$ cat config.mk
export PLATFORM = sky130hd
export DESIGN_NAME = abs_serial_console
export DESIGN_NICKNAME = d
export VERILOG_FILES = /design/src/inc/abs_pkg.sv /design/src/hw/abs_fifo.sv /design/src/hw/abs_serial_console.sv
export SDC_FILE = /design/constraint.sdc
export NUM_CORES = 1
export LEC_CHECK = 0
export BUFFER_PORTS_ARGS = -buffer_cell sky130_fd_sc_hd__buf_4
export CAP_MARGIN = 20
export CORE_AREA = 2 2 115 201
export CTS_CLUSTER_SIZE = 30
export DETAILED_ROUTE_END_ITERATION = 8
export DIE_AREA = 0 0 117 203
export GPL_TIMING_DRIVEN = 0
export HOLD_SLACK_MARGIN = 0.05
export MAX_ROUTING_LAYER = met4
export PLACE_DENSITY = 0.76
export SLEW_MARGIN = 20
export SYNTH_ARGS = -nofsm -noshare
export SYNTH_HDL_FRONTEND = slang
export SYNTH_SLANG_ARGS = --single-unit
$ cat constraint.sdc
create_clock -name clock_in -period 7.8 [get_ports clock_in]
set_input_delay 0.78 -clock clock_in [delete_from_list [all_inputs] [get_ports clock_in]]
set_output_delay 0.78 -clock clock_in [all_outputs]
set_load 0.05 [all_outputs]
$ cat src/inc/abs_pkg.sv
package abs_pkg;

    // Serial frame layout
    localparam int   ABS_DATA_BITS      = 8;    // Data bits per frame, LSB first
    localparam int   ABS_STOP_BITS_STD  = 1;    // Stop bits at ordinary rates
    localparam int   ABS_STOP_BITS_TTY  = 2;    // Stop bits at teletypewriter rate
    localparam logic ABS_LINE_IDLE      = 1'b1; // Level of the line between frames

    // Rate detection on a space character
    localparam int   ABS_SPACE_LOW_BITS = 6;    // Start bit plus five zero data bits
    localparam int   ABS_SKIP_BITS      = 3;    // Bits after the low run before stop
    localparam int   ABS_MIN_FULL       = 2;    // Shortest usable bit period, cycles

    // Sizes
    localparam int   ABS_CNT_W          = 20;   // Width of bit period counters
    localparam int   ABS_FIFO_DEPTH     = 8;    // Words in the receive FIFO

    // Rate detection states
    typedef enum logic [2:0] {
        ABS_RD_ARM  = 3'h0,
        ABS_RD_WAIT = 3'h1,
        ABS_RD_MEAS = 3'h2,
        ABS_RD_SKIP = 3'h3,
        ABS_RD_LOCK = 3'h4
    } abs_rd_t;

    // Transmitter states
    typedef enum logic [1:0] {
        ABS_TX_IDLE  = 2'h0,
        ABS_TX_START = 2'h1,
        ABS_TX_DATA  = 2'h2,
        ABS_TX_STOP  = 2'h3
    } abs_tx_t;

    // Receiver states
    typedef enum logic [1:0] {
        ABS_RX_IDLE = 2'h0,
        ABS_RX_DATA = 2'h1,
        ABS_RX_STOP = 2'h2
    } abs_rx_t;

endpackage : abs_pkg

$ cat src/hw/abs_fifo.sv
`timescale 1ns/100ps
module abs_fifo #(
    parameter int WIDTH = 8,                  // Word width
    parameter int DEPTH = 8                   // Words of storage, a power of two
) (
    input  logic             clock_in,        // System clock
    input  logic             rst_n_in,        // Synchronous reset, active low
    input  logic             clk_en_in,       // Clock enable, freezes state when low
    input  logic [WIDTH-1:0] wr_data_in,      // Word to store
    input  logic             wr_valid_in,     // Word offered
    output logic             wr_ready_out,    // Room for a word
    output logic [WIDTH-1:0] rd_data_out,     // Oldest word, registered
    output logic             rd_valid_out,    // Oldest word present, registered
    input  logic             rd_ready_in      // Drain side takes the word
);

    localparam int AW = $clog2(DEPTH);

    typedef struct packed {
        logic [DEPTH-1:0][WIDTH-1:0] mem;
        logic [AW-1:0]               wr_ptr;
        logic [AW-1:0]               rd_ptr;
        logic [AW:0]                 count;
        logic [WIDTH-1:0]            out_data;
        logic                        out_valid;
    } abs_fifo_st_t;

    abs_fifo_st_t st_r;
    abs_fifo_st_t st_nxt;
    logic         push;
    logic         load;

    // Handshakes on both sides
    assign wr_ready_out = (st_r.count != (AW+1)'(DEPTH));
    assign push         = wr_valid_in && wr_ready_out;
    assign load         = (!st_r.out_valid || rd_ready_in) && (st_r.count != '0);
    assign rd_data_out  = st_r.out_data;
    assign rd_valid_out = st_r.out_valid;

    // Store, move the oldest word to the output register, track fill
    always_comb begin
        st_nxt = st_r;
        if (push) begin
            st_nxt.mem[st_r.wr_ptr] = wr_data_in;
            st_nxt.wr_ptr           = st_r.wr_ptr + 1'b1;
        end
        if (load) begin
            st_nxt.out_data  = st_r.mem[st_r.rd_ptr];
            st_nxt.out_valid = 1'b1;
            st_nxt.rd_ptr    = st_r.rd_ptr + 1'b1;
        end else if (rd_ready_in) begin
            st_nxt.out_valid = 1'b0;
        end
        st_nxt.count = st_r.count + (AW+1)'(push) - (AW+1)'(load);
    end

    // State register
    always_ff @(posedge clock_in) begin
        if (!rst_n_in) begin
            st_r <= '0;
        end else if (clk_en_in) begin
            st_r <= st_nxt;
        end
    end

endmodule : abs_fifo

$ cat src/hw/abs_serial_console.sv
`timescale 1ns/100ps

// Behaviour
// Every byte takes ten or eleven consecutive bit periods on the line.
// Zero start bit, eight data bits LSB first, stop bits at one.
// Two stop bits select the eleven-bit teletypewriter frame; otherwise one.
// Output line rests at one between frames.
// Receiver samples each bit once, at its middle; the code does not sample the start bit.
// Sampled data bits are shifted into a byte equal to the sent byte.
// Receive sampling is re-timed from each start bit falling edge.
// All bits of a frame last the same stored period.
// After reset or rate change, wait for a space character.
// The terminal must send a space; other characters give wrong timing.
// On the space, store a full bit period and a half bit period.
// Transmitter times every bit with the stored full bit period.
// Receiver uses both periods and presents the assembled byte.
// Transmit and receive run at the rate of the measured space.
// Rate is measured in system clocks, so clock frequency does not matter.
// Handles rates from below 110 to beyond 9600 baud.
// Rate detection may be re-run at any time to follow drift.
// First data sample comes one and a half periods after the start edge.
// Measure the six-bit low run of the space and divide by six.
// Busy from frame start to last stop bit; requests meanwhile are ignored.
module abs_serial_console #(
    parameter int CNT_W = abs_pkg::ABS_CNT_W,        // Bit period counter width
    parameter int DEPTH = abs_pkg::ABS_FIFO_DEPTH    // Receive FIFO words
) (
    input  logic       clock_in,              // System clock, 40 MHz
    input  logic       rst_n_in,              // Synchronous reset, active low
    input  logic       clk_en_in,             // Clock enable, freezes state when low
    input  logic       serial_in_line_in,     // Serial input line from terminal
    output logic       serial_out_line_out,   // Serial output line to terminal
    input  logic       rate_detect_req_in,    // Pulse: measure the rate again
    output logic       rate_locked_out,       // Bit periods are measured
    input  logic       two_stop_in,           // Send two stop bits (110 baud)
    input  logic [7:0] tx_data_in,            // Byte to send
    input  logic       tx_valid_in,           // Byte to send is offered
    output logic       tx_ready_out,          // Transmitter takes a byte
    output logic       tx_busy_out,           // Frame on the output line
    output logic [7:0] rx_data_out,           // Received byte, head of FIFO
    output logic       rx_valid_out,          // Received byte present
    input  logic       rx_ready_in,           // Reader takes the received byte
    output logic       frame_err_out,         // Last frame had a low stop bit
    output logic       overrun_out            // A received byte was lost
);

    localparam int TW = CNT_W + 1;

    typedef struct packed {
        // Input synchroniser and filtered line level
        logic             sync1;
        logic             sync2;
        logic             sync3;
        logic             line;
        // Rate detection
        abs_pkg::abs_rd_t rd;
        logic [CNT_W-1:0] m_full;
        logic [2:0]       m_six;
        logic             locked;
        logic [CNT_W-1:0] full;
        logic [CNT_W-1:0] half;
        // Transmitter
        abs_pkg::abs_tx_t tx;
        logic [TW-1:0]    tx_tmr;
        logic [7:0]       tx_sh;
        logic [2:0]       tx_bit;
        logic             tx_two;
        logic             tx_line;
        logic             tx_busy;
        logic             tx_rdy;
        // Receiver
        abs_pkg::abs_rx_t rx;
        logic [TW-1:0]    rx_tmr;
        logic [7:0]       rx_sh;
        logic [2:0]       rx_bit;
        logic             hold_valid;
        logic [7:0]       hold_data;
        logic             frame_err;
        logic             overrun;
    } abs_st_t;

    abs_st_t    st_r;
    abs_st_t    st_nxt;
    logic       agree;
    logic       fall;
    logic       rise;
    logic       hold_take;
    logic       fifo_ready;
    logic       tx_take;
    logic       tx_tick;
    logic       rx_tick;
    logic [TW-1:0] full_w;
    logic [TW-1:0] half_w;

    // Filtered line edges: a change counts when the last two stages agree
    assign agree     = (st_r.sync2 == st_r.sync3);
    assign fall      = agree && !st_r.sync3 && st_r.line;
    assign rise      = agree && st_r.sync3 && !st_r.line;

    // Timer and handshake terms
    assign full_w    = TW'(st_r.full);
    assign half_w    = TW'(st_r.half);
    assign tx_tick   = (st_r.tx_tmr == TW'(1));
    assign rx_tick   = (st_r.rx_tmr == TW'(1));
    assign tx_take   = tx_valid_in && st_r.tx_rdy;
    assign hold_take = st_r.hold_valid && fifo_ready;

    // Outputs straight from the state register
    assign serial_out_line_out = st_r.tx_line;
    assign rate_locked_out     = st_r.locked;
    assign tx_ready_out        = st_r.tx_rdy;
    assign tx_busy_out         = st_r.tx_busy;
    assign frame_err_out       = st_r.frame_err;
    assign overrun_out         = st_r.overrun;

    // Next state of synchroniser, rate detection, transmitter and receiver
    always_comb begin
        st_nxt = st_r;

        // Three-stage synchroniser on the serial input
        st_nxt.sync1 = serial_in_line_in;
        st_nxt.sync2 = st_r.sync1;
        st_nxt.sync3 = st_r.sync2;
        if (agree) begin
            st_nxt.line = st_r.sync3;
        end

        // Byte handed to the FIFO frees the holding register
        if (hold_take) begin
            st_nxt.hold_valid = 1'b0;
        end

        // Rate detection: measure the low run of a space character
        case (st_r.rd)
            abs_pkg::ABS_RD_ARM: begin
                if (agree && st_r.sync3) begin
                    st_nxt.rd = abs_pkg::ABS_RD_WAIT;
                end
            end
            abs_pkg::ABS_RD_WAIT: begin
                if (fall) begin
                    st_nxt.m_full = '0;
                    st_nxt.m_six  = 3'h1;   // The rise cycle is never counted
                    st_nxt.rd     = abs_pkg::ABS_RD_MEAS;
                end
            end
            abs_pkg::ABS_RD_MEAS: begin
                if (rise) begin
                    st_nxt.full   = st_r.m_full;
                    st_nxt.half   = st_r.m_full >> 1;
                    st_nxt.rx_tmr = TW'(st_r.m_full);
                    st_nxt.rx_bit = '0;
                    if (st_r.m_full < CNT_W'(abs_pkg::ABS_MIN_FULL)) begin
                        st_nxt.rd = abs_pkg::ABS_RD_ARM;
                    end else begin
                        st_nxt.rd = abs_pkg::ABS_RD_SKIP;
                    end
                end else if (st_r.m_six == 3'(abs_pkg::ABS_SPACE_LOW_BITS - 1)) begin
                    // One count per six low cycles divides the run by six
                    st_nxt.m_six = '0;
                    if (st_r.m_full != '1) begin
                        st_nxt.m_full = st_r.m_full + 1'b1;
                    end
                end else begin
                    st_nxt.m_six = st_r.m_six + 1'b1;
                end
            end
            abs_pkg::ABS_RD_SKIP: begin
                // Let the rest of the space pass up to mid stop bit
                if (rx_tick) begin
                    st_nxt.rx_bit = st_r.rx_bit + 1'b1;
                    if (st_r.rx_bit < 3'(abs_pkg::ABS_SKIP_BITS - 1)) begin
                        st_nxt.rx_tmr = full_w;
                    end else if (st_r.rx_bit == 3'(abs_pkg::ABS_SKIP_BITS - 1)) begin
                        st_nxt.rx_tmr = half_w;
                    end else begin
                        st_nxt.locked = 1'b1;
                        st_nxt.rd     = abs_pkg::ABS_RD_LOCK;
                    end
                end else begin
                    st_nxt.rx_tmr = st_r.rx_tmr - 1'b1;
                end
            end
            abs_pkg::ABS_RD_LOCK: begin
                st_nxt.rd = abs_pkg::ABS_RD_LOCK;
            end
            default: begin
                st_nxt.rd = abs_pkg::ABS_RD_ARM;
            end
        endcase

        // Transmitter: start, eight data bits, one or two stop bits
        case (st_r.tx)
            abs_pkg::ABS_TX_IDLE: begin
                st_nxt.tx_line = abs_pkg::ABS_LINE_IDLE;
                if (tx_take) begin
                    st_nxt.tx_sh   = tx_data_in;
                    st_nxt.tx_line = 1'b0;
                    st_nxt.tx_tmr  = full_w;
                    st_nxt.tx_two  = two_stop_in;
                    st_nxt.tx_bit  = '0;
                    st_nxt.tx_busy = 1'b1;
                    st_nxt.tx      = abs_pkg::ABS_TX_START;
                end
            end
            abs_pkg::ABS_TX_START: begin
                if (tx_tick) begin
                    st_nxt.tx_line = st_r.tx_sh[0];
                    st_nxt.tx_sh   = st_r.tx_sh >> 1;
                    st_nxt.tx_tmr  = full_w;
                    st_nxt.tx      = abs_pkg::ABS_TX_DATA;
                end else begin
                    st_nxt.tx_tmr = st_r.tx_tmr - 1'b1;
                end
            end
            abs_pkg::ABS_TX_DATA: begin
                if (tx_tick) begin
                    st_nxt.tx_tmr = full_w;
                    if (st_r.tx_bit == 3'(abs_pkg::ABS_DATA_BITS - 1)) begin
                        st_nxt.tx_line = abs_pkg::ABS_LINE_IDLE;
                        st_nxt.tx_bit  = '0;
                        st_nxt.tx      = abs_pkg::ABS_TX_STOP;
                    end else begin
                        st_nxt.tx_line = st_r.tx_sh[0];
                        st_nxt.tx_sh   = st_r.tx_sh >> 1;
                        st_nxt.tx_bit  = st_r.tx_bit + 1'b1;
                    end
                end else begin
                    st_nxt.tx_tmr = st_r.tx_tmr - 1'b1;
                end
            end
            abs_pkg::ABS_TX_STOP: begin
                if (tx_tick) begin
                    if (st_r.tx_two && st_r.tx_bit
                            < 3'(abs_pkg::ABS_STOP_BITS_TTY - 1)) begin
                        st_nxt.tx_bit = st_r.tx_bit + 1'b1;
                        st_nxt.tx_tmr = full_w;
                    end else begin
                        st_nxt.tx_busy = 1'b0;
                        st_nxt.tx      = abs_pkg::ABS_TX_IDLE;
                    end
                end else begin
                    st_nxt.tx_tmr = st_r.tx_tmr - 1'b1;
                end
            end
            default: begin
                st_nxt.tx = abs_pkg::ABS_TX_IDLE;
            end
        endcase

        // Receiver: only runs once the bit periods are known
        case (st_r.rx)
            abs_pkg::ABS_RX_IDLE: begin
                if (st_r.locked && fall) begin
                    // Re-time from this frame's own start edge
                    st_nxt.rx_tmr = full_w + half_w;
                    st_nxt.rx_bit = '0;
                    st_nxt.rx     = abs_pkg::ABS_RX_DATA;
                end
            end
            abs_pkg::ABS_RX_DATA: begin
                if (rx_tick) begin
                    st_nxt.rx_sh  = {st_r.line, st_r.rx_sh[7:1]};
                    st_nxt.rx_tmr = full_w;
                    if (st_r.rx_bit == 3'(abs_pkg::ABS_DATA_BITS - 1)) begin
                        st_nxt.rx = abs_pkg::ABS_RX_STOP;
                    end else begin
                        st_nxt.rx_bit = st_r.rx_bit + 1'b1;
                    end
                end else begin
                    st_nxt.rx_tmr = st_r.rx_tmr - 1'b1;
                end
            end
            abs_pkg::ABS_RX_STOP: begin
                if (rx_tick) begin
                    st_nxt.frame_err = !st_r.line;
                    if (st_r.hold_valid && !hold_take) begin
                        st_nxt.overrun = 1'b1;
                    end else begin
                        st_nxt.hold_valid = 1'b1;
                        st_nxt.hold_data  = st_r.rx_sh;
                    end
                    st_nxt.rx = abs_pkg::ABS_RX_IDLE;
                end else begin
                    st_nxt.rx_tmr = st_r.rx_tmr - 1'b1;
                end
            end
            default: begin
                st_nxt.rx = abs_pkg::ABS_RX_IDLE;
            end
        endcase

        // A new measurement drops the old rate and any frame being received
        if (rate_detect_req_in) begin
            st_nxt.locked  = 1'b0;
            st_nxt.overrun = st_nxt.overrun && !st_r.overrun; // Clears a set flag even on a fresh loss; a fresh loss sets a clear one
            st_nxt.rx      = abs_pkg::ABS_RX_IDLE;
            st_nxt.rd      = abs_pkg::ABS_RD_ARM;
        end

        // Ready for a new byte only when idle at a measured rate
        st_nxt.tx_rdy = st_nxt.locked && (st_nxt.tx == abs_pkg::ABS_TX_IDLE);
    end

    // State register
    always_ff @(posedge clock_in) begin
        if (!rst_n_in) begin
            st_r         <= '0;
            st_r.tx_line <= abs_pkg::ABS_LINE_IDLE;
        end else if (clk_en_in) begin
            st_r <= st_nxt;
        end
    end

    // Received bytes wait here until the reader takes them
    abs_fifo #(
        .WIDTH (8),
        .DEPTH (DEPTH)
    ) u_rx_fifo (
        .clock_in     (clock_in),
        .rst_n_in     (rst_n_in),
        .clk_en_in    (clk_en_in),
        .wr_data_in   (st_r.hold_data),
        .wr_valid_in  (st_r.hold_valid),
        .wr_ready_out (fifo_ready),
        .rd_data_out  (rx_data_out),
        .rd_valid_out (rx_valid_out),
        .rd_ready_in  (rx_ready_in)
    );

endmodule : abs_serial_console

==> results of run 1 <==
## stage by stage
step	total power, mW	std cells
2_1_floorplan	1.56	1667
4_1_cts	2.75	2027
6_report	2.77	2029
3_3_place_gp	1.69	1992
3_5_place_dp	1.70	1993
5_1_grt	2.84	2029
## per-layer routing
metal,track usage (%),vias to the layer above
li1,-,6089
met1,45.7,6428
met2,74.0,849
met3,15.8,366
met4,44.0,0
met5,-,-
## sequential cells by signal (all words and copies together), names as in the netlist
| register | flops |
|---|---|
| u_rx_fifo.st_r | 74 |
| u_rx_fifo.rd_valid_out | 1 |
| full_w | 20 |
| u_rx_fifo.rd_data_out | 8 |
| st_r | 106 |
| tx_busy_out | 1 |
| tx_ready_out | 1 |
| serial_out_line_out | 1 |
| rate_locked_out | 1 |
| frame_err_out | 1 |
| overrun_out | 1 |
| st_nxt | 2 |
## critical path: cells and delay by family, from the launching register on
kind	cells	cell delay, ps
XOR/XNOR	1	150
flip-flops	1	300
AO/OA/AOI/OAI	3	1180
buffers and inverters	1	280
AND/OR/NAND/NOR	4	1850
## cell usage after synthesis (18+ instances only)
master                       n
sky130_fd_sc_hd__dfxtp_1   217
sky130_fd_sc_hd__xor2_1     26
sky130_fd_sc_hd__xnor2_1    27
sky130_fd_sc_hd__a22oi_1    22
sky130_fd_sc_hd__nand3_1    26
sky130_fd_sc_hd__mux2i_1    85
sky130_fd_sc_hd__nor3_1     42
sky130_fd_sc_hd__nor2_1    220
sky130_fd_sc_hd__inv_1      33
sky130_fd_sc_hd__clkbuf_1   95
sky130_fd_sc_hd__a21oi_1   144
sky130_fd_sc_hd__nand2_1   211
sky130_fd_sc_hd__o21ai_0    79
sky130_fd_sc_hd__nor4_1     18
sky130_fd_sc_hd__a211oi_1   42
sky130_fd_sc_hd__ha_1       45
sky130_fd_sc_hd__o22ai_1    18
## kinds of logic after synthesis
group	share of synthesized area [%]
adders and majority gates	4.58
and+or+nand+nor	22.0
muxes	9.20
AOI/OAI and AO/OA	21.9
DFF	33.0
xor gates and xnor gates	3.53
buffers and inverters	5.82
## how the worst max path moves through the flow
| stage | slack, ps | startpoint | to | cells past startpoint |
|---|---|---|---|---|
| after CTS | 4240 | st_r[28] | st_r[33] | 9 |
| after global placement | 4150 | st_r[28] | st_r[28] | 9 |
| after detailed placement | 4240 | st_r[28] | st_r[33] | 9 |
| final | 3880 | st_r[28] | st_r[33] | 9 |
| after floorplan | 5160 | full_w[2] | st_r[41] | 9 |
| after global routing | 3850 | st_r[28] | st_r[33] | 9 |
## cell type report
class / instances / share of cell area, %
multi-input cells: 1282 / 55.7
flip-flops and latches: 217 / 30.0
plain buffers: 133 / 4.39
clock buffers: 28 / 4.02
well taps: 296 / 2.56
repair buffers: 30 / 1.56
inverters: 35 / 0.909
clock inverters: 6 / 0.753
diodes: 2 / 0.0346
## report_power, final
part	internal [mW]	total (mW)	leakage (nW)	switching (mW)
clock	0.621	1.08	0.340	0.457
combinational	0.188	0.516	3.13	0.329
sequential	1.14	1.17	1.75	0.0288
total	1.95	2.77	5.22	0.815
==> PnR_summary.wiki, run 1 <==
{| class="wikitable"
! Metric !! Value
|-
| Outcome || finished, final reports clean
|-
| Post-cts repair resize count || 0
|-
| Worst setup SP type || flip-flop
|-
| Synth-to-layout area growth || 9.88%
|-
| Number of input and output port buffers inserted || 29
|-
| Total leakage power || ~5.2 nW
|-
| Setup repair after global routing missed its margin || false
|-
| Total Negative Setup Slacks || 0 ps
|-
| Startpoint of the tightest hold check path || st_r[14]
|-
| Detailed-routing iteration count for the pre-antenna-repair pass || 6
|-
| Clock latency on the worst-skew pair || 530 ps
|-
| Num Clock Sinks || 217
|-
| Data required time at the worst endpoint || between 8000 and 9000 ps
|-
| Skew final || 16.1 ps
|-
| Most common cell after layout, fill and taps aside || sky130_fd_sc_hd__nor2_1
|-
| Placement Rows || ~70
|-
| TritonCTS clock tree || built
|-
| Multi-input logic area || approximately 8100 µm²
|-
| Worst Hold End || st_r[14]
|-
| Top-level I/O count || 31
|-
| CTS buffer count || 21
|-
| Highest-delay cell along the critical path || sky130_fd_sc_hd__nor4_2
|-
| Yosys warns || 0
|-
| Cell chosen for the clock root || sky130_fd_sc_hd__clkbuf_16
|-
| Amount of wire on met3 after detailed routing || roughly 5700 µm
|-
| Highest metal layer with signal wires || met4
|-
| Clock Path Buffers || 3
|-
| Final setup violation count || 0
|-
| Worst path arrival time || roughly 4300 ps
|-
| Drt total wl || about 55,000 µm
|-
| First-pass GRT wire length || around 81,000 µm
|-
| Smallest setup slack after layout || between 3000 and 4000 ps
|-
| Post-layout nets || 1,783
|-
| Final routed wire length divided by cell count || 26.9 µm
|-
| Routability congestion estimate || 1.10
|-
| P per Cell Area || 191 nW/µm²
|-
| Hold Crit Class || reg2reg
|-
| Top library cells by usage in the layout, fill and taps aside || sky130_fd_sc_hd__nor2_1 (220), sky130_fd_sc_hd__dfxtp_1 (217), sky130_fd_sc_hd__nand2_1 (211), sky130_fd_sc_hd__a21oi_1 (144), sky130_fd_sc_hd__clkbuf_1 (99)
|-
| Post-synth ARST share || 0%
|-
| Number of buffers inserted for hold repair after clock tree synthesis || 0
|-
| Storage cell area || about 4300 µm²
|-
| Net Count, Synth || between 1,500 and 2,000
|-
| Top FF cell, synth || sky130_fd_sc_hd__dfxtp_1
|-
| Residual DRC || 0
|-
| Die Footprint || 23,800 µm²
|-
| Number of antenna violations at the first check in global routing || 2
|-
| Clock-pin slew reported for the worst setup and hold paths after clock tree synthesis || 80 ps
|-
| Largest cells by area after synthesis || sky130_fd_sc_hd__dfxtp_1 (33%), sky130_fd_sc_hd__mux2i_1 (6.5%), sky130_fd_sc_hd__nor2_1 (6.3%)
|-
| Slew Limit Headroom || between 10% and 20%
|-
| Post-detailed-placement half-perimeter wirelength || about 38,000 µm
|-
| Maximum number of pins on one net before global-route repair || 15
|-
| Final cell utilization of the core || about 66%
|-
| VDD IR max || 253 µV
|-
| Via count || roughly 14,000
|-
| Met1 WL || roughly 17,000 µm
|-
| Source of the worst register-to-register timing path || st_r[28]
|-
| Final count of pins violating max slew || 0
|-
| EDFF count, synth || 0
|-
| Y dimension of the die || between 200 and 250 µm
|-
| Largest incremental delay on the critical path || ~800 ps
|-
| Ratio of final minimum period to clock period || about half
|-
| Starting utilization of the core area || about three fifths
|-
| Top-area cell type share of the netlist area || between 30% and 40%
|-
| Classification of the worst setup path || reg2reg
|-
| Number of flip-flops and latches in the synthesized netlist || approximately 220
|-
| H-tree depth || 1
|-
| Final Hold Vio Count || 0
|-
| Setup slack of the most critical reg-to-reg path || between 3000 and 4000 ps
|-
| Drt initial violations || ~1,500
|-
| Cell variety after synth || roughly 80
|-
| Overall routing resource usage || 47.8%
|-
| Wire length on met2 || approximately 25,000 µm
|-
| Post-route antenna net violation count || 0
|-
| Horizontal die dimension || between 100 and 150 µm
|-
| Finished layout cell area || 14,500 µm²
|-
| Worst hold path depth || 2
|-
| Aggregate global routing overflow || 0
|-
| Actual transition at the worst max-transition pin || about 1200 ps
|-
| Fraction of final layout cells with drive strength greater than 1 || 7.68%
|-
| Sequential element share of the synthesized area || approximately a third
|-
| Critical Path End Type || flip-flop
|-
| Peak clock frequency supported by timing || 255 MHz
|-
| Worst hold slack || between 400 and 500 ps
|-
| Cell area after technology mapping || roughly 13,000 µm²
|-
| Count of max-cap constraint violations || 0
|-
| Post-CTS Setup Inserts || 0
|-
| Crit path cell chain || clkbuf_1 > nor4_2 > nand2_1 > or4_1 > xor2_1 > nor2_1 > o31a_1 > a221oi_1 > a21oi_1
|-
| Placeable core region || around 22,000 µm²
|-
| Vias in the first global route || roughly 13,000
|-
| Post-Syn Instances || 1,667
|-
| Final min period || around 3900 ps
|-
| Depth of the worst register-to-register path || 9
|-
| Vias per Instance || between 6 and 7
|-
| Critical Path Fanout Max || 9
|-
| Top cell type by total area after synthesis || sky130_fd_sc_hd__dfxtp_1
|-
| Worst setup timing slack at the placement stage || around 4200 ps
|-
| Cell Area, Placed || 13,800 µm²
|-
| Fill cell count || ~1,900
|-
| End of the worst register-to-register path || st_r[33]
|-
| Avg Inst Size Synth || between 7 and 8 µm²
|}
No activity file was read; power rests on OpenSTA's default activity.
==> run 2, diff against run 1 <==
--- a/config.mk
+++ b/config.mk
@@ -7,10 +7,10 @@
 export LEC_CHECK = 0
 export BUFFER_PORTS_ARGS = -buffer_cell sky130_fd_sc_hd__buf_4
 export CAP_MARGIN = 20
-export CORE_AREA = 2 2 115 201
+export CORE_AREA = 2 2 118 207
 export CTS_CLUSTER_SIZE = 30
 export DETAILED_ROUTE_END_ITERATION = 8
-export DIE_AREA = 0 0 117 203
+export DIE_AREA = 0 0 120 209
 export GPL_TIMING_DRIVEN = 0
 export HOLD_SLACK_MARGIN = 0.05
 export MAX_ROUTING_LAYER = met4
==> constraint.sdc (replaced) <==
create_clock -name clock_in -period 3.5 [get_ports clock_in]
set_input_delay 0.35 -clock clock_in [delete_from_list [all_inputs] [get_ports clock_in]]
set_output_delay 0.35 -clock clock_in [all_outputs]
set_load 0.05 [all_outputs]
==> PnR_summary.wiki, run 2 (same netlist as run 1, synthesis figures left out) <==
{| class="wikitable"
! Metric !! Value
|-
| Starting utilization of the core area || 55.9% (was 59.6%)
|-
| Violations in the final reports || setup timing
|-
| Horizontal die dimension || 120 µm (was 117 µm)
|-
| Clock Path Buffers || 3 (unchanged)
|-
| Routability congestion estimate || 1.11 (was 1.10)
|-
| Largest incremental delay on the critical path || 730 ps (was 800 ps)
|-
| Y dimension of the die || 209 µm (was 203 µm)
|-
| Post-layout nets || 1,786 (was 1,783)
|-
| H-tree depth || 1 (unchanged)
|-
| Global Route met1 Usage || 40.0% (was 45.7%)
|-
| Fraction of final layout cells with drive strength greater than 1 || 8.87% (was 7.68%)
|-
| Post-detailed-placement half-perimeter wirelength || 39,900 µm (was 38,400 µm)
|-
| Critical Path End Type || flip-flop (unchanged)
|-
| P per Cell Area || 426 nW/µm² (was 191 nW/µm²)
|-
| Clock share of power || 39.2% (was 39.0%)
|-
| Drt total wl || 54,200 µm (was 54,600 µm)
|-
| Residual DRC || 0 (unchanged)
|-
| First-pass GRT wire length || 80,200 µm (was 80,900 µm)
|-
| Outcome || finished, violations left (was finished, final reports clean)
|-
| Data required time at the worst endpoint || 3910 ps (was 8160 ps)
|-
| Overall routing resource usage || 44.3% (was 47.8%)
|-
| Final setup violation count || 1 (was 0)
|-
| Skew final || 27.7 ps (was 16.1 ps)
|-
| Worst hold slack || 75.7 ps (was 462 ps)
|-
| Flip-flop count of the largest register after layout || 106 (unchanged)
|-
| Post-route antenna net violation count || 0 (unchanged)
|-
| Smallest setup slack after layout || -22.1 ps (was 3880 ps)
|-
| Final cell utilization of the core || 61.9% (was 65.5%)
|-
| Clock-pin slew reported for the worst setup and hold paths after clock tree synthesis || 70 ps (was 80 ps)
|-
| Total leakage power || 5.27 nW (was 5.22 nW)
|-
| Vias in the first global route || 13,300 (was 13,500)
|-
| Hold Crit Class || in2reg (was reg2reg)
|-
| Cell Area, Placed || 13,800 µm² (about the same)
|-
| CTS buffer count || 21 (unchanged)
|-
| Final min period || 3520 ps (was 3920 ps)
|-
| Number of buffers inserted for hold repair after clock tree synthesis || 0 (unchanged)
|-
| Worst setup SP type || flip-flop (unchanged)
|-
| Layer carrying the most global-route usage || met2 (unchanged)
|-
| Worst path arrival time || 3930 ps (was 4290 ps)
|-
| Number of input and output port buffers inserted || 29 (unchanged)
|-
| Classification of the worst setup path || reg2reg (unchanged)
|-
| Comb power frac || 18.7% (about the same)
|-
| Number of antenna violations at the first check in global routing || 1 (was 2)
|-
| Top-level I/O count || 31 (unchanged)
|-
| Detailed-routing iteration count for the pre-antenna-repair pass || 6 (unchanged)
|-
| Sequential group share of total power || 42.1% (was 42.3%)
|-
| Routing usage on met3 || 10.7% (was 15.8%)
|-
| Clock latency on the worst-skew pair || 540 ps (was 530 ps)
|-
| Slew Limit Headroom || 23.5% (was 16.1%)
|-
| Maximum number of pins on one net before global-route repair || 17 (was 15)
|-
| Via count || 13,500 (was 13,700)
|-
| Final routed wire length divided by cell count || 26.5 µm (was 26.9 µm)
|-
| Placement Rows || 75 (was 72)
|-
| Num Clock Sinks || 217 (unchanged)
|-
| TritonCTS clock tree || built (unchanged)
|-
| Top library cells by usage in the layout, fill and taps aside || sky130_fd_sc_hd__nor2_1 (219), sky130_fd_sc_hd__dfxtp_1 (216), sky130_fd_sc_hd__nand2_1 (211), sky130_fd_sc_hd__a21oi_1 (144), sky130_fd_sc_hd__clkbuf_1 (94) (was sky130_fd_sc_hd__nor2_1 (220), sky130_fd_sc_hd__dfxtp_1 (217), sky130_fd_sc_hd__nand2_1 (211), sky130_fd_sc_hd__a21oi_1 (144), sky130_fd_sc_hd__clkbuf_1 (99))
|-
| Critical path's top delay family || compound AO/OA/AOI/OAI gates (was simple AND/OR/NAND/NOR gates)
|-
| Register bank with the most flops || st_r (unchanged)
|-
| Vias per Instance || 6.62 (was 6.77)
|-
| Synth-to-layout area growth || 10.8% (was 9.88%)
|-
| Final Hold Vio Count || 0 (unchanged)
|-
| Crit path cell chain || clkbuf_1 > or4_1 > nor4_2 > nand3_1 > a211oi_1 > o31a_1 > o211ai_1 > o221a_2 (was clkbuf_1 > nor4_2 > nand2_1 > or4_1 > xor2_1 > nor2_1 > o31a_1 > a221oi_1 > a21oi_1)
|-
| Peak clock frequency supported by timing || 284 MHz (was 255 MHz)
|-
| Drt initial violations || 1,368 (was 1,511)
|-
| Finished layout cell area || 14,600 µm² (was 14,500 µm²)
|-
| Placeable core region || 23,600 µm² (was 22,100 µm²)
|-
| Die Footprint || 25,100 µm² (was 23,800 µm²)
|-
| Critical Path Fanout Max || 9 (unchanged)
|-
| NetSw || 1.88 mW (was 0.815 mW)
|-
| Setup repair after global routing missed its margin || false (unchanged)
|-
| Crit path buf inv count || 1 (unchanged)
|-
| Highest-delay cell along the critical path || sky130_fd_sc_hd__a211oi_1 (was sky130_fd_sc_hd__nor4_2)
|-
| GR Util met2 || 75.1% (was 74.0%)
|-
| Internal Dissipation || 4.33 mW (was 1.95 mW)
|-
| Final count of pins violating max slew || 0 (unchanged)
|-
| Count of max-cap constraint violations || 0 (unchanged)
|-
| Most common cell after layout, fill and taps aside || sky130_fd_sc_hd__nor2_1 (unchanged)
|-
| Ratio of final minimum period to clock period || 101% (was 50.3%)
|-
| Cell chosen for the clock root || sky130_fd_sc_hd__clkbuf_16 (unchanged)
|-
| Actual transition at the worst max-transition pin || 1150 ps (was 1250 ps)
|-
| Aggregate global routing overflow || 0 (unchanged)
|-
| Proportion of total power due to net switching || 30.3% (was 29.5%)
|-
| VDD IR max || 742 µV (was 253 µV)
|}
==> run 2: cell types whose count changed in the layout (fill, tap and decap cells not counted), sizes merged <==
cell      change
clkinv        +2
buf           +3
clkinvlp      +2
clkbuf        -4
inv           +3
diode         -1
==> run 2: worst paths after layout <==
path | startpoint | end | slack (ps) | cells past startpoint
max | st_r[31] | st_r[35] | -20 | 8
min reg2reg | st_r[14] | st_r[14] | 460 | 2
min | serial_in_line_in | st_nxt[152] | 80 | 3
max reg2reg | st_r[31] | st_r[35] | -20 | 8
==> run 2: timing repair <==
item                                    CTS  global route
gates resized for setup                   3            16
buffers inserted                          0             3
pin swaps                                 0             1
endpoints found under the setup margin    5            36
==> run 2: through the flow <==
stage / setup slack, ps / cells / power (mW) / TNS, ps
final: -22.1 / 2046 / 6.21 / -22.1
after global routing: 12.6 / 2046 / 6.39 / 0
after CTS: 88.5 / 2042 / 6.20 / 0
after detailed placement: -38.5 / 2005 / 3.80 / -105
after global placement: -25.0 / 2004 / 3.78 / -25.0
after floorplan: 864 / 1667 / 3.47 / 0
==> run 2: worst register-to-register path: stages (launching register included) <==
cell	delay [ps]
sky130_fd_sc_hd__dfxtp_1	300
sky130_fd_sc_hd__clkbuf_1	250
sky130_fd_sc_hd__or4_1	630
sky130_fd_sc_hd__nor4_2	360
sky130_fd_sc_hd__nand3_1	390
sky130_fd_sc_hd__a211oi_1	730
sky130_fd_sc_hd__o31a_1	220
sky130_fd_sc_hd__o211ai_1	190
sky130_fd_sc_hd__o221a_2	350
==> run 2: power by group through the flow <==
stage	Combinational [mW]	Clock, mW	Sequential [mW]
after floorplan	0.811	0	2.66
after global placement	1.11	0	2.66
after detailed placement	1.13	0	2.66
after CTS	1.14	2.44	2.61
after global routing	1.25	2.52	2.62
final	1.16	2.44	2.61
==> run 2: area by class of cell <==
cell class | instances | area, µm²
fillers | 2142 | 8980
multi-input cells | 1282 | 8120
flip-flops and latches | 217 | 4350
plain buffers | 133 | 638
clock buffers | 24 | 547
well taps | 308 | 385
repair buffers | 33 | 248
clock inverters | 13 | 164
inverters | 35 | 131
diodes | 1 | 2.50
==> run 2: layer usage <==
metal  up-vias  share of wire (%)
li1       6095                  -
met3       343                8.4
met2       731                 49
met1      6374                 31
met5         -                  0
met4         0                 12
==> run 3, diff against run 2 <==
==> constraint.sdc (replaced) <==
create_clock -name clock_in -period 3.5 [get_ports clock_in]
set_input_delay 0.175 -clock clock_in [delete_from_list [all_inputs] [get_ports clock_in]]
set_output_delay 0.175 -clock clock_in [all_outputs]
set_load 0.05 [all_outputs]
==> PnR_summary.wiki, run 3 (same netlist as run 1, synthesis figures left out) <==
{| class="wikitable"
! Metric !! Value
|-
| Routability congestion estimate || 1.11 (unchanged)
|-
| Num Clock Sinks || 217 (unchanged)
|-
| Setup slack of the most critical reg-to-reg path || -60 ps (was -20 ps)
|-
| Number of input and output port buffers inserted || 29 (unchanged)
|-
| Depth of the worst register-to-register path || 8 (unchanged)
|-
| Count of max-cap constraint violations || 0 (unchanged)
|-
| Source of the worst register-to-register timing path || st_r[31] (unchanged)
|-
| Internal Dissipation || 4.34 mW (was 4.33 mW)
|-
| Slew Limit Headroom || 23.5% (about the same)
|-
| Final Hold Vio Count || 0 (unchanged)
|-
| Total power after layout || 6.23 mW (was 6.21 mW)
|-
| NetSw || 1.89 mW (was 1.88 mW)
|-
| Fraction of final layout cells with drive strength greater than 1 || 8.83% (was 8.87%)
|-
| Worst hold slack || 45.1 ps (was 75.7 ps)
|-
| End of the worst register-to-register path || st_r[35] (unchanged)
|-
| Top library cells by usage in the layout, fill and taps aside || sky130_fd_sc_hd__nor2_1 (219), sky130_fd_sc_hd__dfxtp_1 (216), sky130_fd_sc_hd__nand2_1 (211), sky130_fd_sc_hd__a21oi_1 (144), sky130_fd_sc_hd__clkbuf_1 (94) (unchanged)
|-
| Final setup violation count || 1 (unchanged)
|-
| TritonCTS clock tree || built (unchanged)
|-
| Post-layout nets || 1,794 (was 1,786)
|-
| Residual DRC || 0 (unchanged)
|-
| Worst path arrival time || 3970 ps (was 3930 ps)
|-
| Number of antenna violations at the first check in global routing || 1 (unchanged)
|-
| CTS buffer count || 21 (unchanged)
|-
| Violations in the final reports || setup timing (unchanged)
|-
| Flip-flop count of the largest register after layout || 106 (unchanged)
|-
| Ratio of final minimum period to clock period || 102% (was 101%)
|-
| Drt initial violations || 1,297 (was 1,368)
|-
| Startpoint of the tightest hold check path || tx_data_in[5] (was serial_in_line_in)
|-
| Horizontal die dimension || 120 µm (unchanged)
|-
| Final min period || 3560 ps (was 3520 ps)
|-
| Synth-to-layout area growth || 11.4% (was 10.8%)
|-
| Maximum number of pins on one net before global-route repair || 17 (unchanged)
|-
| Data required time at the worst endpoint || 3910 ps (about the same)
|-
| Most common cell after layout, fill and taps aside || sky130_fd_sc_hd__nor2_1 (unchanged)
|-
| Cell chosen for the clock root || sky130_fd_sc_hd__clkbuf_16 (unchanged)
|-
| Clock Path Buffers || 3 (unchanged)
|-
| Vias per Instance || 6.60 (was 6.62)
|-
| H-tree depth || 1 (unchanged)
|-
| Starting utilization of the core area || 55.9% (unchanged)
|-
| Clock-pin slew reported for the worst setup and hold paths after clock tree synthesis || 70 ps (about the same)
|-
| Die Footprint || 25,100 µm² (unchanged)
|-
| Aggregate global routing overflow || 0 (unchanged)
|-
| Peak clock frequency supported by timing || 281 MHz (was 284 MHz)
|-
| Drt total wl || 54,200 µm (about the same)
|-
| Via count || 13,600 (was 13,500)
|-
| Hold Crit Class || in2reg (unchanged)
|-
| Outcome || finished, violations left (unchanged)
|-
| Critical Path End Type || flip-flop (unchanged)
|-
| Post-route antenna net violation count || 0 (unchanged)
|-
| Skew final || 33.1 ps (was 27.7 ps)
|-
| Overall routing resource usage || 44.5% (was 44.3%)
|-
| P per Cell Area || 425 nW/µm² (was 426 nW/µm²)
|-
| Worst setup SP type || flip-flop (unchanged)
|-
| Sequential group share of total power || 42.0% (was 42.1%)
|-
| Smallest setup slack after layout || -57.0 ps (was -22.1 ps)
|-
| Register bank with the most flops || st_r (unchanged)
|-
| Final count of pins violating max slew || 0 (unchanged)
|-
| VDD IR max || 741 µV (was 742 µV)
|-
| Y dimension of the die || 209 µm (unchanged)
|-
| Clock latency on the worst-skew pair || 550 ps (was 540 ps)
|-
| Clock share of power || 39.2% (about the same)
|-
| Actual transition at the worst max-transition pin || 1150 ps (about the same)
|-
| Proportion of total power due to net switching || 30.3% (about the same)
|-
| Detailed-routing iteration count for the pre-antenna-repair pass || 6 (unchanged)
|-
| Top-level I/O count || 31 (unchanged)
|-
| Worst Hold End || st_r[57] (was st_nxt[152])
|-
| Vias in the first global route || 13,400 (was 13,300)
|-
| Placeable core region || 23,600 µm² (unchanged)
|-
| Final routed wire length divided by cell count || 26.4 µm (was 26.5 µm)
|-
| Total leakage power || 5.31 nW (was 5.27 nW)
|-
| Worst hold path depth || 3 (unchanged)
|-
| Placement Rows || 75 (unchanged)
|-
| Post-detailed-placement half-perimeter wirelength || 39,900 µm (unchanged)
|-
| First-pass GRT wire length || 80,600 µm (was 80,200 µm)
|-
| Classification of the worst setup path || reg2reg (unchanged)
|-
| Critical Path Fanout Max || 9 (unchanged)
|-
| Comb power frac || 18.8% (was 18.7%)
|}
[run 3: changes by cell type in the layout (fill, tap and decap cells not counted)]
| cell | previous run | this run |
|---|---|---|
| sky130_fd_sc_hd__dlygate4sd3_1 | 0 | 8 |
| sky130_fd_sc_hd__diode_2 | 1 | 2 |
[run 3: stage by stage]
step	worst slack (ps)	instances	area [µm²]	utilization, %	TNS [ps]
floorplan	864	1667	13200	-	0
global placement	-25.0	2004	13800	58.4	-25.0
detailed placement	-38.5	2005	13800	58.5	-105
CTS	88.5	2050	14600	61.9	0
global route	-5.15	2054	14700	62.2	-5.15
finish	-57.0	2055	14700	62.2	-57.0
[run 3: worst max path at each step]
stage | from | to | slack, ps
2_1_floorplan | full_w[2] | st_r[41] | 860
3_3_place_gp | st_r[31] | st_r[41] | -30
3_5_place_dp | full_w[1] | st_r[40] | -40
4_1_cts | st_r[31] | st_r[41] | 90
5_1_grt | st_r[22] | st_r[40] | -5
6_report | st_r[31] | st_r[35] | -60
[run 3: what timing repair did]
item                                   4_1_cts  5_1_grt
endpoints found under the hold margin        8        0
gates resized for setup                      3       16
pin swaps                                    0        1
buffers inserted                             0        3
hold buffers                                 8        0
setup endpoints to repair                    5       36
[run 3: layer usage]
layer / GRT usage [%] / vias to the layer above / part of all wire [%]
met5: - / - / 0
met4: 41.4 / 0 / 12
met3: 11.2 / 347 / 8.3
met2: 75.1 / 703 / 49
met1: 39.9 / 6400 / 31
li1: - / 6117 / -
[run 3: area by class of cell]
class                      instances  area [µm²]
sequential                       217        4350
antenna                            2        5.00
clock buffer                      24         547
timing repair buffer              41         328
multi-input combinational       1282        8120
clock inverter                    13         164
fill                            2128        8890
buffer                           133         638
tap                              308         385
inverter                          35         131
[run 3: critical path, cell delays in order (launching register included)]
cell                       delay (ps)
sky130_fd_sc_hd__dfxtp_1          300
sky130_fd_sc_hd__clkbuf_1         250
sky130_fd_sc_hd__or4_1            630
sky130_fd_sc_hd__nor4_2           370
sky130_fd_sc_hd__nand3_1          390
sky130_fd_sc_hd__a211oi_1         740
sky130_fd_sc_hd__o31a_1           220
sky130_fd_sc_hd__o211ai_1         190
sky130_fd_sc_hd__o221a_2          350
[run 3: power by group through the flow]
stage / combinational, mW / clock, mW / sequential, mW
floorplan: 0.811 / 0 / 2.66
global placement: 1.11 / 0 / 2.66
detailed placement: 1.13 / 0 / 2.66
CTS: 1.15 / 2.44 / 2.61
global route: 1.25 / 2.52 / 2.62
finish: 1.17 / 2.44 / 2.61
